## src/core/mbseq_pkg.sv

```systemverilog
/*
 Constants, register map and state type for the motor brake sequencer.
 Assumes one 200 MHz clock with a synchronous active-high reset shared by all users.
*/
// How it works
// - sequencer runs only while control mode select equals zero, volts-per-hertz.
// - brake active only when relay or output-2 function select is 19; selects 0-19, reset 17.
// - with brake control enabled, DC braking and startup dwell are inhibited.
// - run from standstill ramps to forward or reverse release frequency per direction.
// - at release frequency, release asserts once current reaches threshold 0.0-180.0 %, default 50.0.
// - after release, frequency holds for release delay, then ramps to set frequency.
// - stop after release decelerates; at engage frequency deceleration halts and brake engage is signalled.
// - after engage, frequency holds for engage delay, then drops to zero.
// - release and engage delays accept 0.00-10.00 s, default 1.00 s.
// - release frequencies 0.00-max default 1.00 Hz; engage frequency same range, default 2.00 Hz.
package mbseq_pkg;
  // widths; frequency in 0.01 Hz, current in 0.1 %, delay in 0.01 s
  localparam int FREQ_W = 16;
  localparam int CUR_W = 11;
  localparam int TIME_W = 10;
  localparam int SEL_W = 5;
  localparam int MODE_W = 2;
  localparam int ADDR_W = 6;
  localparam int DATA_W = 32;
  localparam int ST_W = 3;

  // register byte offsets
  localparam logic [ADDR_W-1:0] OFS_MODE = 6'h00;
  localparam logic [ADDR_W-1:0] OFS_RELAY_SEL = 6'h04;
  localparam logic [ADDR_W-1:0] OFS_OUT2_SEL = 6'h08;
  localparam logic [ADDR_W-1:0] OFS_REL_CUR = 6'h0c;
  localparam logic [ADDR_W-1:0] OFS_REL_DLY = 6'h10;
  localparam logic [ADDR_W-1:0] OFS_REL_FWD = 6'h14;
  localparam logic [ADDR_W-1:0] OFS_REL_REV = 6'h18;
  localparam logic [ADDR_W-1:0] OFS_ENG_DLY = 6'h1c;
  localparam logic [ADDR_W-1:0] OFS_ENG_FRQ = 6'h20;
  localparam logic [ADDR_W-1:0] OFS_STATUS = 6'h24;

  // values, limits and reset values
  localparam logic [MODE_W-1:0] MODE_VF = 2'h0;
  localparam logic [MODE_W-1:0] MODE_MAX = 2'h2;
  localparam logic [MODE_W-1:0] MODE_RST = 2'h1;
  localparam logic [SEL_W-1:0] SEL_BRAKE = 5'h13;
  localparam logic [SEL_W-1:0] SEL_MAX = 5'h13;
  localparam logic [SEL_W-1:0] SEL_RST = 5'h11;
  localparam logic [CUR_W-1:0] CUR_MAX = 11'h708;
  localparam logic [CUR_W-1:0] CUR_RST = 11'h1f4;
  localparam logic [TIME_W-1:0] TIME_MAX = 10'h3e8;
  localparam logic [TIME_W-1:0] TIME_RST = 10'h064;
  localparam logic [FREQ_W-1:0] REL_FRQ_RST = 16'h0064;
  localparam logic [FREQ_W-1:0] ENG_FRQ_RST = 16'h00c8;
  localparam logic [FREQ_W-1:0] FREQ_ZERO = 16'h0000;

  // status word bit positions
  localparam int STAT_RELEASE = 4;
  localparam int STAT_ENGAGED = 5;
  localparam int STAT_ENABLE = 6;
  localparam int STAT_REVERSE = 7;

  // timing: one delay unit is 10 ms
  localparam int CLK_PERIOD_NS = 5;
  localparam int DELAY_LSB_US = 10000;
  localparam int DELAY_LSB_CYC = DELAY_LSB_US * 1000 / CLK_PERIOD_NS;

  typedef enum logic [ST_W-1:0] {
    ST_STOP,
    ST_TO_REL,
    ST_WAIT_CUR,
    ST_REL_HOLD,
    ST_RUN,
    ST_TO_ENG,
    ST_ENG_HOLD
  } mbseq_state_t;
endpackage

```

## src/core/mbseq_delay.sv

```systemverilog
/*
 Hold-time counter in 10 ms units for the brake sequencer.
 Assumes start is a one-cycle pulse from the same clock domain.
*/
module mbseq_delay
  import mbseq_pkg::*;
#(
  parameter int TICK_CYCLES = DELAY_LSB_CYC
) (
  // clock and reset
  input wire logic clk,
  input wire logic srst,
  // control
  input wire logic start,
  input wire logic abort,
  input wire logic [TIME_W-1:0] units,
  // result
  output logic done
);
  localparam int PRE_W = $clog2(TICK_CYCLES + 1);
  localparam logic [PRE_W-1:0] PRE_LAST = PRE_W'(TICK_CYCLES - 1);

  logic busy_r;
  logic [TIME_W-1:0] left_r;
  logic [PRE_W-1:0] pre_r;

  always_ff @(posedge clk) begin
    if (srst) begin
      busy_r <= 1'b0;
      left_r <= '0;
      pre_r <= '0;
      done <= 1'b0;
    end else begin
      done <= 1'b0;
      if (start) begin
        busy_r <= 1'b1;
        left_r <= units;
        pre_r <= '0;
      end else if (abort) begin
        busy_r <= 1'b0;
      end else if (busy_r) begin
        if (left_r == '0) begin
          busy_r <= 1'b0;
          done <= 1'b1;
        end else if (pre_r == PRE_LAST) begin
          pre_r <= '0;
          left_r <= left_r - 1'b1;
        end else begin
          pre_r <= pre_r + 1'b1;
        end
      end
    end
  end
endmodule

```

## src/core/mbseq_top.sv

```systemverilog
/*
 Brake sequencer core: parameter registers, brake state machine, frequency ramp.
 Assumes run and direction come from pins; set frequency and motor current
 come from drive logic on the same clock. No other drive function is modelled.
*/
module mbseq_top
  import mbseq_pkg::*;
#(
  parameter int TICK_CYCLES = DELAY_LSB_CYC,
  parameter int RAMP_CYCLES = 2000,
  parameter logic [FREQ_W-1:0] RAMP_STEP = 16'h0001,
  parameter logic [FREQ_W-1:0] MAX_FREQ = 16'h1770
) (
  // clock and reset
  input wire logic clk,
  input wire logic srst,
  // register port
  input wire logic [ADDR_W-1:0] reg_addr,
  input wire logic [DATA_W-1:0] reg_wdata,
  input wire logic reg_wr,
  input wire logic reg_rd,
  output logic [DATA_W-1:0] reg_rdata,
  // command pins
  input wire logic run_pin,
  input wire logic reverse_pin,
  // drive side
  input wire logic [FREQ_W-1:0] set_frequency,
  input wire logic [CUR_W-1:0] motor_current,
  output logic [FREQ_W-1:0] output_frequency,
  output logic output_reverse,
  output logic dc_dwell_inhibit,
  // brake outputs
  output logic relay_brake_release,
  output logic out2_brake_release,
  output logic brake_engaged
);
  localparam int RAMP_W = $clog2(RAMP_CYCLES + 1);
  localparam logic [RAMP_W-1:0] RAMP_LAST = RAMP_W'(RAMP_CYCLES - 1);

  // parameter registers
  logic [MODE_W-1:0] control_mode_select_r;
  logic [SEL_W-1:0] relay_function_select_r;
  logic [SEL_W-1:0] output2_function_select_r;
  logic [CUR_W-1:0] release_current_threshold_r;
  logic [TIME_W-1:0] release_delay_time_r;
  logic [FREQ_W-1:0] release_forward_frequency_r;
  logic [FREQ_W-1:0] release_reverse_frequency_r;
  logic [TIME_W-1:0] engage_delay_time_r;
  logic [FREQ_W-1:0] engage_frequency_r;

  // pin synchronisers
  logic run_meta_r;
  logic run_r;
  logic rev_meta_r;
  logic rev_r;

  // sequencer state
  mbseq_state_t state_r;
  logic release_r;
  logic dir_rev_r;
  logic [FREQ_W-1:0] freq_r;
  logic [RAMP_W-1:0] ramp_cnt_r;
  logic ramp_tick;
  logic dly_start;
  logic [TIME_W-1:0] dly_units;
  logic dly_done;
  logic brake_en;
  logic [FREQ_W-1:0] freq_target;
  logic [FREQ_W-1:0] rel_freq;
  logic [FREQ_W-1:0] gap;

  always_ff @(posedge clk) begin
    if (srst) begin
      run_meta_r <= 1'b0;
      run_r <= 1'b0;
      rev_meta_r <= 1'b0;
      rev_r <= 1'b0;
    end else begin
      run_meta_r <= run_pin;
      run_r <= run_meta_r;
      rev_meta_r <= reverse_pin;
      rev_r <= rev_meta_r;
    end
  end

  // out-of-range writes are dropped, the old value stays
  always_ff @(posedge clk) begin
    if (srst) begin
      control_mode_select_r <= MODE_RST;
      relay_function_select_r <= SEL_RST;
      output2_function_select_r <= SEL_RST;
      release_current_threshold_r <= CUR_RST;
      release_delay_time_r <= TIME_RST;
      release_forward_frequency_r <= REL_FRQ_RST;
      release_reverse_frequency_r <= REL_FRQ_RST;
      engage_delay_time_r <= TIME_RST;
      engage_frequency_r <= ENG_FRQ_RST;
    end else if (reg_wr) begin
      case (reg_addr)
        OFS_MODE: begin
          if (reg_wdata <= DATA_W'(MODE_MAX)) control_mode_select_r <= reg_wdata[MODE_W-1:0];
        end
        OFS_RELAY_SEL: begin
          if (reg_wdata <= DATA_W'(SEL_MAX)) relay_function_select_r <= reg_wdata[SEL_W-1:0];
        end
        OFS_OUT2_SEL: begin
          if (reg_wdata <= DATA_W'(SEL_MAX)) output2_function_select_r <= reg_wdata[SEL_W-1:0];
        end
        OFS_REL_CUR: begin
          if (reg_wdata <= DATA_W'(CUR_MAX)) release_current_threshold_r <= reg_wdata[CUR_W-1:0];
        end
        OFS_REL_DLY: begin
          if (reg_wdata <= DATA_W'(TIME_MAX)) release_delay_time_r <= reg_wdata[TIME_W-1:0];
        end
        OFS_REL_FWD: begin
          if (reg_wdata <= DATA_W'(MAX_FREQ)) release_forward_frequency_r <= reg_wdata[FREQ_W-1:0];
        end
        OFS_REL_REV: begin
          if (reg_wdata <= DATA_W'(MAX_FREQ)) release_reverse_frequency_r <= reg_wdata[FREQ_W-1:0];
        end
        OFS_ENG_DLY: begin
          if (reg_wdata <= DATA_W'(TIME_MAX)) engage_delay_time_r <= reg_wdata[TIME_W-1:0];
        end
        OFS_ENG_FRQ: begin
          if (reg_wdata <= DATA_W'(MAX_FREQ)) engage_frequency_r <= reg_wdata[FREQ_W-1:0];
        end
        default: begin
        end
      endcase
    end
  end

  // read data valid the cycle after the strobe; unmapped reads give zero
  always_ff @(posedge clk) begin
    if (srst) begin
      reg_rdata <= '0;
    end else if (reg_rd) begin
      case (reg_addr)
        OFS_MODE: reg_rdata <= DATA_W'(control_mode_select_r);
        OFS_RELAY_SEL: reg_rdata <= DATA_W'(relay_function_select_r);
        OFS_OUT2_SEL: reg_rdata <= DATA_W'(output2_function_select_r);
        OFS_REL_CUR: reg_rdata <= DATA_W'(release_current_threshold_r);
        OFS_REL_DLY: reg_rdata <= DATA_W'(release_delay_time_r);
        OFS_REL_FWD: reg_rdata <= DATA_W'(release_forward_frequency_r);
        OFS_REL_REV: reg_rdata <= DATA_W'(release_reverse_frequency_r);
        OFS_ENG_DLY: reg_rdata <= DATA_W'(engage_delay_time_r);
        OFS_ENG_FRQ: reg_rdata <= DATA_W'(engage_frequency_r);
        OFS_STATUS: begin
          reg_rdata <= '0;
          reg_rdata[ST_W-1:0] <= state_r;
          reg_rdata[STAT_RELEASE] <= release_r;
          reg_rdata[STAT_ENGAGED] <= ~release_r;
          reg_rdata[STAT_ENABLE] <= brake_en;
          reg_rdata[STAT_REVERSE] <= dir_rev_r;
        end
        default: reg_rdata <= '0;
      endcase
    end else begin
      reg_rdata <= '0;
    end
  end

  // enable needs v/f mode and at least one output on brake duty
  assign brake_en = (control_mode_select_r == MODE_VF) &&
                    ((relay_function_select_r == SEL_BRAKE) || (output2_function_select_r == SEL_BRAKE));
  assign rel_freq = dir_rev_r ? release_reverse_frequency_r : release_forward_frequency_r;

  always_comb begin
    freq_target = freq_r;
    if (!brake_en) begin
      freq_target = run_r ? set_frequency : FREQ_ZERO;
    end else begin
      case (state_r)
        ST_TO_REL: freq_target = rel_freq;
        ST_RUN: freq_target = set_frequency;
        ST_TO_ENG: freq_target = engage_frequency_r;
        default: freq_target = freq_r;
      endcase
    end
  end

  assign gap = (freq_r > freq_target) ? (freq_r - freq_target) : (freq_target - freq_r);

  always_ff @(posedge clk) begin
    if (srst) begin
      ramp_cnt_r <= '0;
    end else if (ramp_tick) begin
      ramp_cnt_r <= '0;
    end else begin
      ramp_cnt_r <= ramp_cnt_r + 1'b1;
    end
  end
  assign ramp_tick = (ramp_cnt_r == RAMP_LAST);

  // ramp generator; standstill under brake control forces zero at once
  always_ff @(posedge clk) begin
    if (srst) begin
      freq_r <= FREQ_ZERO;
    end else if (brake_en && state_r == ST_STOP) begin
      freq_r <= FREQ_ZERO;
    end else if (brake_en && state_r == ST_TO_ENG && freq_r <= engage_frequency_r) begin
      freq_r <= freq_r;
    end else if (ramp_tick && freq_r != freq_target) begin
      if (gap <= RAMP_STEP) begin
        freq_r <= freq_target;
      end else if (freq_r > freq_target) begin
        freq_r <= freq_r - RAMP_STEP;
      end else begin
        freq_r <= freq_r + RAMP_STEP;
      end
    end
  end

  // brake state machine
  always_ff @(posedge clk) begin
    if (srst) begin
      state_r <= ST_STOP;
      release_r <= 1'b0;
      dir_rev_r <= 1'b0;
    end else if (!brake_en) begin
      state_r <= ST_STOP;
      release_r <= 1'b0;
      if (freq_r == FREQ_ZERO) dir_rev_r <= rev_r;
    end else begin
      case (state_r)
        ST_STOP: begin
          release_r <= 1'b0;
          if (run_r) begin
            dir_rev_r <= rev_r;
            state_r <= ST_TO_REL;
          end
        end
        ST_TO_REL: begin
          if (!run_r) state_r <= ST_STOP;
          else if (freq_r == rel_freq) state_r <= ST_WAIT_CUR;
        end
        ST_WAIT_CUR: begin
          if (!run_r) begin
            state_r <= ST_STOP;
          end else if (motor_current >= release_current_threshold_r) begin
            release_r <= 1'b1;
            state_r <= ST_REL_HOLD;
          end
        end
        ST_REL_HOLD: begin
          if (!run_r) state_r <= ST_TO_ENG;
          else if (dly_done) state_r <= ST_RUN;
        end
        ST_RUN: begin
          if (!run_r) state_r <= ST_TO_ENG;
        end
        ST_TO_ENG: begin
          if (freq_r <= engage_frequency_r) begin
            release_r <= 1'b0;
            state_r <= ST_ENG_HOLD;
          end
        end
        ST_ENG_HOLD: begin
          if (dly_done) state_r <= ST_STOP;
        end
        default: state_r <= ST_STOP;
      endcase
    end
  end

  // hold timer launches on entry to either hold state
  always_comb begin
    dly_start = 1'b0;
    dly_units = release_delay_time_r;
    if (brake_en && state_r == ST_WAIT_CUR && run_r && motor_current >= release_current_threshold_r) begin
      dly_start = 1'b1;
    end else if (brake_en && state_r == ST_TO_ENG && freq_r <= engage_frequency_r) begin
      dly_start = 1'b1;
      dly_units = engage_delay_time_r;
    end
  end

  mbseq_delay #(
    .TICK_CYCLES(TICK_CYCLES)
  ) u_delay (
    .clk(clk),
    .srst(srst),
    .start(dly_start),
    .abort(!brake_en),
    .units(dly_units),
    .done(dly_done)
  );

  // registered outputs; release only reaches an output selected for brake duty
  always_ff @(posedge clk) begin
    if (srst) begin
      relay_brake_release <= 1'b0;
      out2_brake_release <= 1'b0;
      brake_engaged <= 1'b1;
      dc_dwell_inhibit <= 1'b0;
      output_frequency <= FREQ_ZERO;
      output_reverse <= 1'b0;
    end else begin
      relay_brake_release <= release_r && brake_en && (relay_function_select_r == SEL_BRAKE);
      out2_brake_release <= release_r && brake_en && (output2_function_select_r == SEL_BRAKE);
      brake_engaged <= !(release_r && brake_en);
      dc_dwell_inhibit <= brake_en;
      output_frequency <= freq_r;
      output_reverse <= dir_rev_r;
    end
  end
endmodule

```

## config.mk

```make
export PLATFORM = sky130hd
export DESIGN_NAME = mbseq_top
export DESIGN_NICKNAME = d
export VERILOG_FILES = /design/src/core/mbseq_pkg.sv /design/src/core/mbseq_delay.sv /design/src/core/mbseq_top.sv
export SDC_FILE = /design/constraint.sdc
export NUM_CORES = 1
export LEC_CHECK = 0
export ABC_AREA = 1
export BUFFER_PORTS_ARGS = -buffer_cell sky130_fd_sc_hd__buf_2
export CORE_MARGIN = 4
export CORE_UTILIZATION = 55
export CTS_CLUSTER_SIZE = 25
export DETAILED_ROUTE_END_ITERATION = 8
export GPL_ROUTABILITY_DRIVEN = 0
export PLACE_DENSITY = 0.75
export SYNTH_ARGS = -nofsm -noshare
export SYNTH_HDL_FRONTEND = slang
export SYNTH_HIERARCHICAL = 1
export SYNTH_SLANG_ARGS = --single-unit
```

## constraint.sdc

```tcl
create_clock -name clk -period 7.6 [get_ports clk]
set_input_delay 0.38 -clock clk [delete_from_list [all_inputs] [get_ports clk]]
set_output_delay 0.38 -clock clk [all_outputs]
set_load 0.05 [all_outputs]
```

==> results.tsv, run 1 <==
stage	metric	value	unit
drt	ant_nets	0	
final_layout	fillers	2278	
placement	numPortBuffers	107	
critical_path	cp-startpoint	state_r[0]$_SDFFE_PP0P_	
clocking	clock_path_buffers	2	
timing	hold_viol_final	0	
clocking	htreeDepth	4	
clocking	clock-sinks	197	
synthesis	synth_edf_count	0	
critical_path	worstPathArrival	6.94	ns
synthesis	syn_area	0.0133	sq mm
timing	tns	0	ns
worst_hold_path	worstHoldStart	run_pin	
global_routing	grt_start_max_net_pins	50	
die	die_area	0.0268	sq mm
placement	dp_hpwl	31000	um
drt	drt_iter0_markers	1495	
global_routing	grt_first_pass_wirelength	64000	um
timing	clock.fmax	151	MHz
worst_hold_path	worstHoldEndpoint	run_meta_r$_SDFF_PP0_	
synthesis	synth.avg_cell_area	6.55	sq um
clocking	clock_latency	0.45	ns
synthesis	synth_cells	2036	
clocking	cts_tree	built	
synthesis	async_reset_ff_share	0	%
drt	dr_total_vias	14000	
clocking	cts_hold_buf	0	
die	rows	56	
clocking	post_cts_resized	0	
critical_path	timing_worst_setup_path_type	register to register	
drt	totalWireLength	40700	um
synthesis	synth_seq_cells	197	
drt	post_drt_wl_per_cell	16.7	um
drt	first_pass_iters	6	
pwr	p_leak	6.94	nW
global_routing	grt_overflow_total	0	
critical_path	reg2reg_depth	26	
critical_path	crit_buf_inv	5	
synthesis	synth_flop_cell	dfxtp_1	
clocking	cts_root_buf	clkbuf_16	
timing	final-setup-viol-count	0	
die	die_w	164	um
final_layout	antenna_cells	0	
drt	drc_errors	0	
synthesis	synth_top_cell_area_share	29.6	%
drt	viasPerCell	5.74	
final_layout	drive_gt1_share	9.67	%
timing	tightest_slew	1.03	ns
die	die_y	164	um
global_routing	antenna_found_initial	0	
critical_path	r2r-end	freq_r[11]$_SDFFE_PP0P_	
critical_path	worstPathRequired	7.93	ns
timing	period_share	87.0	%
timing	skew	0.0153	ns
clocking	cts_setup_buffers	0	
timing	fin_crit	6.61	ns
critical_path	reg2reg_from	state_r[0]$_SDFFE_PP0P_	
status	status	complete, no violations	
synthesis	synth_cell_type_count	56	
timing	drv_slew	0	
critical_path	cp-start-kind	register	
critical_path	cp-end-kind	register	
synthesis	yosys_warnings	6	
pwr	ir_drop	136	uV
critical_path	slowest_stage	nor3_2	
die	ios	124	
run	drv_cap	0	
global_routing	grt_pass1_vias	12600	
worst_hold_path	min_path_cells	3	
synthesis	yosysSeqAreaShare	29.6	%
worst_hold_path	hold_class	input port to register	
final_layout	postLayoutCoreUtil	61.5	%
critical_path	r2r_setup_slack	0.99	ns
final_layout	fin_nets	2257	
pwr	power_density	155	mW/mm^2
clocking	cts.clk_slew.worst_paths	0.09	ns
critical_path	critPathMaxStageDelay	0.65	ns
synthesis	yosysTopAreaCell	dfxtp_1	
synthesis	netlist_top_cells_area	dfxtp_1 (30%), nand2_1 (13%), inv_1 (8.1%)	
global_routing	globalRouteTotalUtil	29.8	%
final_layout	syn2layout_area_growth	9.22	%
timing	grt_setup_unrepaired	no	
pwr	p_total	2.26	mW
critical_path	cpLargestDelayFamily	compound AO/OA/AOI/OAI gates	
die	initial_core_util	56.3	%
clocking	cts_buffers	17	
die	core_area	0.0237	sq mm
critical_path	cp_max_fo	21	
timing	relSlewSlack	30.8	%
==> area by class of cell <==
| type | instances | area (sq um) | area share [%] |
|---|---|---|---|
| inverters | 300 | 1130 | 7.74 |
| clock buffers | 19 | 433 | 2.97 |
| well taps | 319 | 399 | 2.74 |
| flip-flops and latches | 197 | 3940 | 27.1 |
| multi-input cells | 1481 | 7950 | 54.6 |
| repair buffers | 111 | 566 | 3.88 |
| clock inverters | 13 | 141 | 0.971 |
==> flip-flops by register name, indices dropped and copies added (netlist names), 11 cells and up <==
| signal | count |
|---|---|
| output_frequency | 16 |
| release_reverse_frequency_r | 16 |
| freq_r | 16 |
| release_current_threshold_r | 11 |
| release_forward_frequency_r | 16 |
| engage_frequency_r | 16 |
| ramp_cnt_r | 11 |
| reg_rdata | 16 |
| u_delay/pre_r | 21 |
==> synth_stat cells (4+ instances only) <==
master,number
o221ai_1,5
nor3_1,33
xor2_1,35
inv_1,288
o21ai_0,127
nor2_2,15
or2_2,4
clkinv_1,4
xnor2_1,8
buf_4,20
nand2_1,470
buf_2,8
nor2_4,7
o21ai_1,6
nor2_1,175
nor4_1,8
inv_2,8
dfxtp_1,197
a31oi_1,18
nand4_1,34
nand2_2,12
a21oi_2,4
o211ai_1,30
o21a_1,7
ha_1,75
a22oi_1,9
nand3_1,127
a21oi_1,157
o22ai_1,35
clkbuf_1,43
a221oi_1,10
nand3b_1,7
a2111oi_0,5
nand2_4,4
==> through the flow <==
step	hold WS (ns)	instances	worst slack, ns	area, sq um
6_report	0.170	2440	0.989	14600
5_1_grt	0.182	2440	0.569	14600
4_1_cts	0.173	2440	1.24	14600
3_5_place_dp	0.402	2408	1.26	14000
3_3_place_gp	0.403	2408	1.58	14000
2_1_floorplan	0.388	2051	2.84	13400
==> routing by layer <==
metal	wire, um	up-vias	GRT usage, %
li1	-	6843	-
met1	17100	6294	40.5
met2	18300	744	47.8
met3	3670	117	3.96
met4	1640	0	12.3
met5	0	-	0
==> power by group <==
group	total, mW	internal [mW]	switching (mW)	leakage, nW
Clock	0.916	0.466	0.450	0.281
Sequential	1.04	1.03	0.00316	1.59
Combinational	0.305	0.0902	0.215	5.07
Total	2.26	1.59	0.668	6.94
==> worst reg2reg max path: stages, from the launching register on <==
cell	delay, ns
dfxtp_1	0.40
inv_1	0.13
nor3_2	0.65
inv_1	0.29
nand2_1	0.44
o21ai_0	0.17
a221oi_1	0.23
inv_1	0.08
a31oi_1	0.30
inv_1	0.10
ha_1	0.43
nand2_1	0.16
nor2_2	0.17
nand2_2	0.09
clkinv_1	0.06
nand2_2	0.08
a21oi_4	0.57
ha_1	0.41
a21oi_1	0.16
nand2_1	0.10
a21boi_0	0.43
o21ai_0	0.28
a21boi_0	0.34
o21ai_0	0.16
xor2_1	0.16
nand2_1	0.06
a31oi_1	0.07
==> placed cells by master, fill, tap and decap left out, types with 5 or more instances in the layout <==
cell       count
nor4_1         8
inv_2          9
nor2_2        15
ha_1          75
nand4_1       34
o21ai_1        6
nand3_1      127
clkbuf_16     17
nor2_4         7
o22ai_1       35
a31oi_1       18
o211ai_1      30
nor2_1       175
inv_1        287
a22oi_1        9
nor3_1        33
nand2_2       12
o221ai_1       5
dfxtp_1      197
xor2_1        35
buf_2        107
o21a_1         7
a21oi_1      157
nand3b_1       7
a221oi_1      10
xnor2_1        8
nand2_1      470
o21ai_0      127
conb_1        16
a2111oi_0      5
==> cell families (layout without fill, tap and decap cells) <==
logic type               after synthesis  count (layout)  share of synthesized area [%]
AO/OA/AOI/OAI                        435             435                           19.0
XOR/XNOR                              43              43                           2.83
adder cells (fa/ha/maj)               78              78                           7.49
buffers and inverters                373             443                           11.2
flip-flops                           197             197                           29.6
other                                  1              16                         0.0281
AND/OR/NAND/NOR                      909             909                           29.9
==> how the worst max path moves through the flow <==
stage / endpoint / cells past startpoint
3_3_place_gp: freq_r[11]$_SDFFE_PP0P_ / 26
2_1_floorplan: freq_r[11]$_SDFFE_PP0P_ / 27
4_1_cts: freq_r[11]$_SDFFE_PP0P_ / 26
3_5_place_dp: freq_r[11]$_SDFFE_PP0P_ / 26
5_1_grt: freq_r[11]$_SDFFE_PP0P_ / 26
6_report: freq_r[11]$_SDFFE_PP0P_ / 26
Power figures use the tool's default switching activity.
==> inputs of run 2 (changes only) <==
CELL_PAD_IN_SITES_DETAIL_PLACEMENT = 0   (was unset)
CELL_PAD_IN_SITES_GLOBAL_PLACEMENT = 1   (was unset)
CORE_UTILIZATION = 46   (was 55)
CTS_BUF_LIST = sky130_fd_sc_hd__clkbuf_16   (was unset)
GPL_TIMING_DRIVEN = 1   (was unset)
PLACE_DENSITY = unset   (was 0.75)
PLACE_DENSITY_LB_ADDON = 0.1   (was unset)
==> run 2 against run 1 <==
Power is essentially flat. Non-clock buffer count grew 3. Sequential power is essentially flat. Fmax grew 9.1%. Clock power shrank 0.8%. Count of clock-buffer cells in the layout shrank 2. Clock skew grew 0.0010 ns. Utilization shrank 10 points. Register-to-register slack gained 0.55 ns. Critical endpoint unchanged.
==> results.tsv, run 2 (same netlist as run 1, synthesis figures left out) <==
stage	metric	value	unit	change
timing	fin_crit	6.06	ns	-0.550 ns
placement	numPortBuffers	107		unchanged
timing	grt_setup_unrepaired	no		
global_routing	grt_overflow_total	0		unchanged
die	die_w	178	um	+8.9%
clocking	cts.clk_slew.worst_paths	0.08	ns	about the same
clocking	clock-sinks	197		unchanged
global_routing	grt_start_max_net_pins	50		unchanged
timing	tightest_slew	1.17	ns	+0.148 ns
clocking	clock_latency	0.47	ns	+0.02 ns
clocking	cts_setup_buffers	0		unchanged
pwr	p_total	2.26	mW	about the same
critical_path	worstPathRequired	7.95	ns	+0.02 ns
drt	post_drt_wl_per_cell	17.4	um	+4.1%
final_layout	antenna_cells	0		unchanged
drt	viasPerCell	5.48		-4.5%
die	ios	124		unchanged
critical_path	cpLargestDelayFamily	compound AO/OA/AOI/OAI gates		
clocking	htreeDepth	4		unchanged
run	drv_cap	0		unchanged
die	die_y	178	um	+8.9%
critical_path	cp_max_fo	21		unchanged
critical_path	critPathMaxStageDelay	0.55	ns	-0.10 ns
drt	ant_nets	0		unchanged
timing	tns	0	ns	unchanged
timing	hold_viol_final	0		unchanged
global_routing	globalRouteTotalUtil	27.3	%	-2.4 points
die	rows	62		+11%
clocking	cts_tree	built		
final_layout	fin_nets	2260		+0.13%
timing	period_share	79.8	%	-7.2 points
global_routing	grt_first_pass_wirelength	68400	um	+6.8%
clocking	cts_hold_buf	0		unchanged
final_layout	drive_gt1_share	9.75	%	+0.081 points
worst_hold_path	hold_class	input port to register		
critical_path	slowest_stage	a21oi_4		
clocking	post_cts_resized	0		unchanged
final_layout	largest_register_ff_count	21		unchanged
critical_path	crit_buf_inv	4		-1
status	status	complete, no violations		
final_layout	top_register	u_delay/pre_r		
drt	dr_total_vias	13700		-1.9%
timing	drv_slew	0		unchanged
clocking	clock_path_buffers	2		unchanged
final_layout	final_cell_mix	nand2_1 (470), inv_1 (288), dfxtp_1 (197)		
final_layout	final_common_cell	nand2_1		
placement	dp_hpwl	33400	um	+7.7%
pwr	p_leak	6.95	nW	about the same
drt	first_pass_iters	7		+1
final_layout	syn2layout_area_growth	9.85	%	
clocking	cts_buffers	17		unchanged
timing	skew	0.0164	ns	+0.00103 ns
pwr	ir_drop	162	uV	+19%
critical_path	cpMostUsedCell	nand2_1		
clocking	cts_root_buf	clkbuf_16		
timing	final-setup-viol-count	0		unchanged
global_routing	antenna_found_initial	0		unchanged
timing	relSlewSlack	20.8	%	-10 points
global_routing	grt_pass1_vias	12600		+0.47%
critical_path	cp-start-kind	register		
die	initial_core_util	46.6	%	-9.7 points
critical_path	cp-end-kind	register		
final_layout	fillers	3033		+33%
timing	clock.fmax	165	MHz	+9.1%
drt	totalWireLength	43500	um	+7.0%
die	core_area	0.0286	sq mm	+21%
critical_path	timing_worst_setup_path_type	register to register		
drt	drt_iter0_markers	992		-34%
die	die_area	0.0318	sq mm	+19%
drt	drc_errors	0		unchanged
critical_path	worstPathArrival	6.41	ns	-0.53 ns
pwr	power_density	154	mW/mm^2	-0.61%
[run 2: changes by cell type in the layout (fill, tap and decap cells not counted), sizes merged]
cell      before  now
buf          111  114
clkinv         9    8
clkinvlp       1    3
clkbuf        19   17
inv          302  303
[run 2: routing by layer]
layer  part of all wire [%]  global-route usage [%]  routed length (um)  up-vias
met5                      0                       0                   0        -
met4                    3.0                    9.82                1300        0
met3                    5.5                    3.16                2400       82
met2                     47                    46.5               20500      484
met1                     44                    35.9               19300     6304
li1                       -                       -                   -     6864
[run 2: path summary, 6_finish.rpt]
check / startpoint / endpoint / slack (ns) / cells after the start
worst max-delay path: output2_function_select_r[1]$_SDFFE_PP0P_ / freq_r[11]$_SDFFE_PP0P_ / 1.54 / 28
worst min-delay path: run_pin / run_meta_r$_SDFF_PP0_ / 0.13 / 3
worst max register to register: output2_function_select_r[1]$_SDFFE_PP0P_ / freq_r[11]$_SDFFE_PP0P_ / 1.54 / 28
worst min register to register: run_meta_r$_SDFF_PP0_ / run_r$_SDFF_PP0_ / 0.41 / 2
[run 2: worst reg2reg max path, delay by kind of cell, from the launching register on]
kind            cells  cell delay [ns]
flops               1             0.34
fa+ha+maj           3             1.01
buf+inv             4             0.46
xor+xnor            1             0.16
simple gates       12             1.85
compound gates      8             2.15
[run 2: through the flow]
step | util, % | hold slack, ns | instance area (sq um) | setup slack, ns | cells
6_report | 51.1 | 0.126 | 14600 | 1.54 | 2508
5_1_grt | 51.1 | 0.141 | 14600 | 1.04 | 2508
3_3_place_gp | 49.2 | 0.394 | 14100 | 1.87 | 2476
4_1_cts | 51.1 | 0.112 | 14600 | 1.66 | 2508
2_1_floorplan | - | 0.388 | 13400 | 2.84 | 2051
3_5_place_dp | 49.2 | 0.395 | 14100 | 1.66 | 2476
[run 2: layout make-up]
| type | count | area [sq um] | share of cell area (%) |
|---|---|---|---|
| Clock inverter | 15 | 129 | 0.880 |
| Sequential cell | 197 | 3940 | 26.9 |
| Tap cell | 384 | 480 | 3.28 |
| Clock buffer | 17 | 425 | 2.91 |
| Multi-Input combinational cell | 1481 | 7950 | 54.3 |
| Timing Repair Buffer | 114 | 588 | 4.02 |
| Inverter | 300 | 1130 | 7.69 |
[run 2: where the power goes]
part	switching [mW]	internal, mW	leakage (nW)
Combinational	0.221	0.0914	5.09
Sequential	0.00214	1.03	1.59
Clock	0.454	0.455	0.269
Total	0.677	1.58	6.95
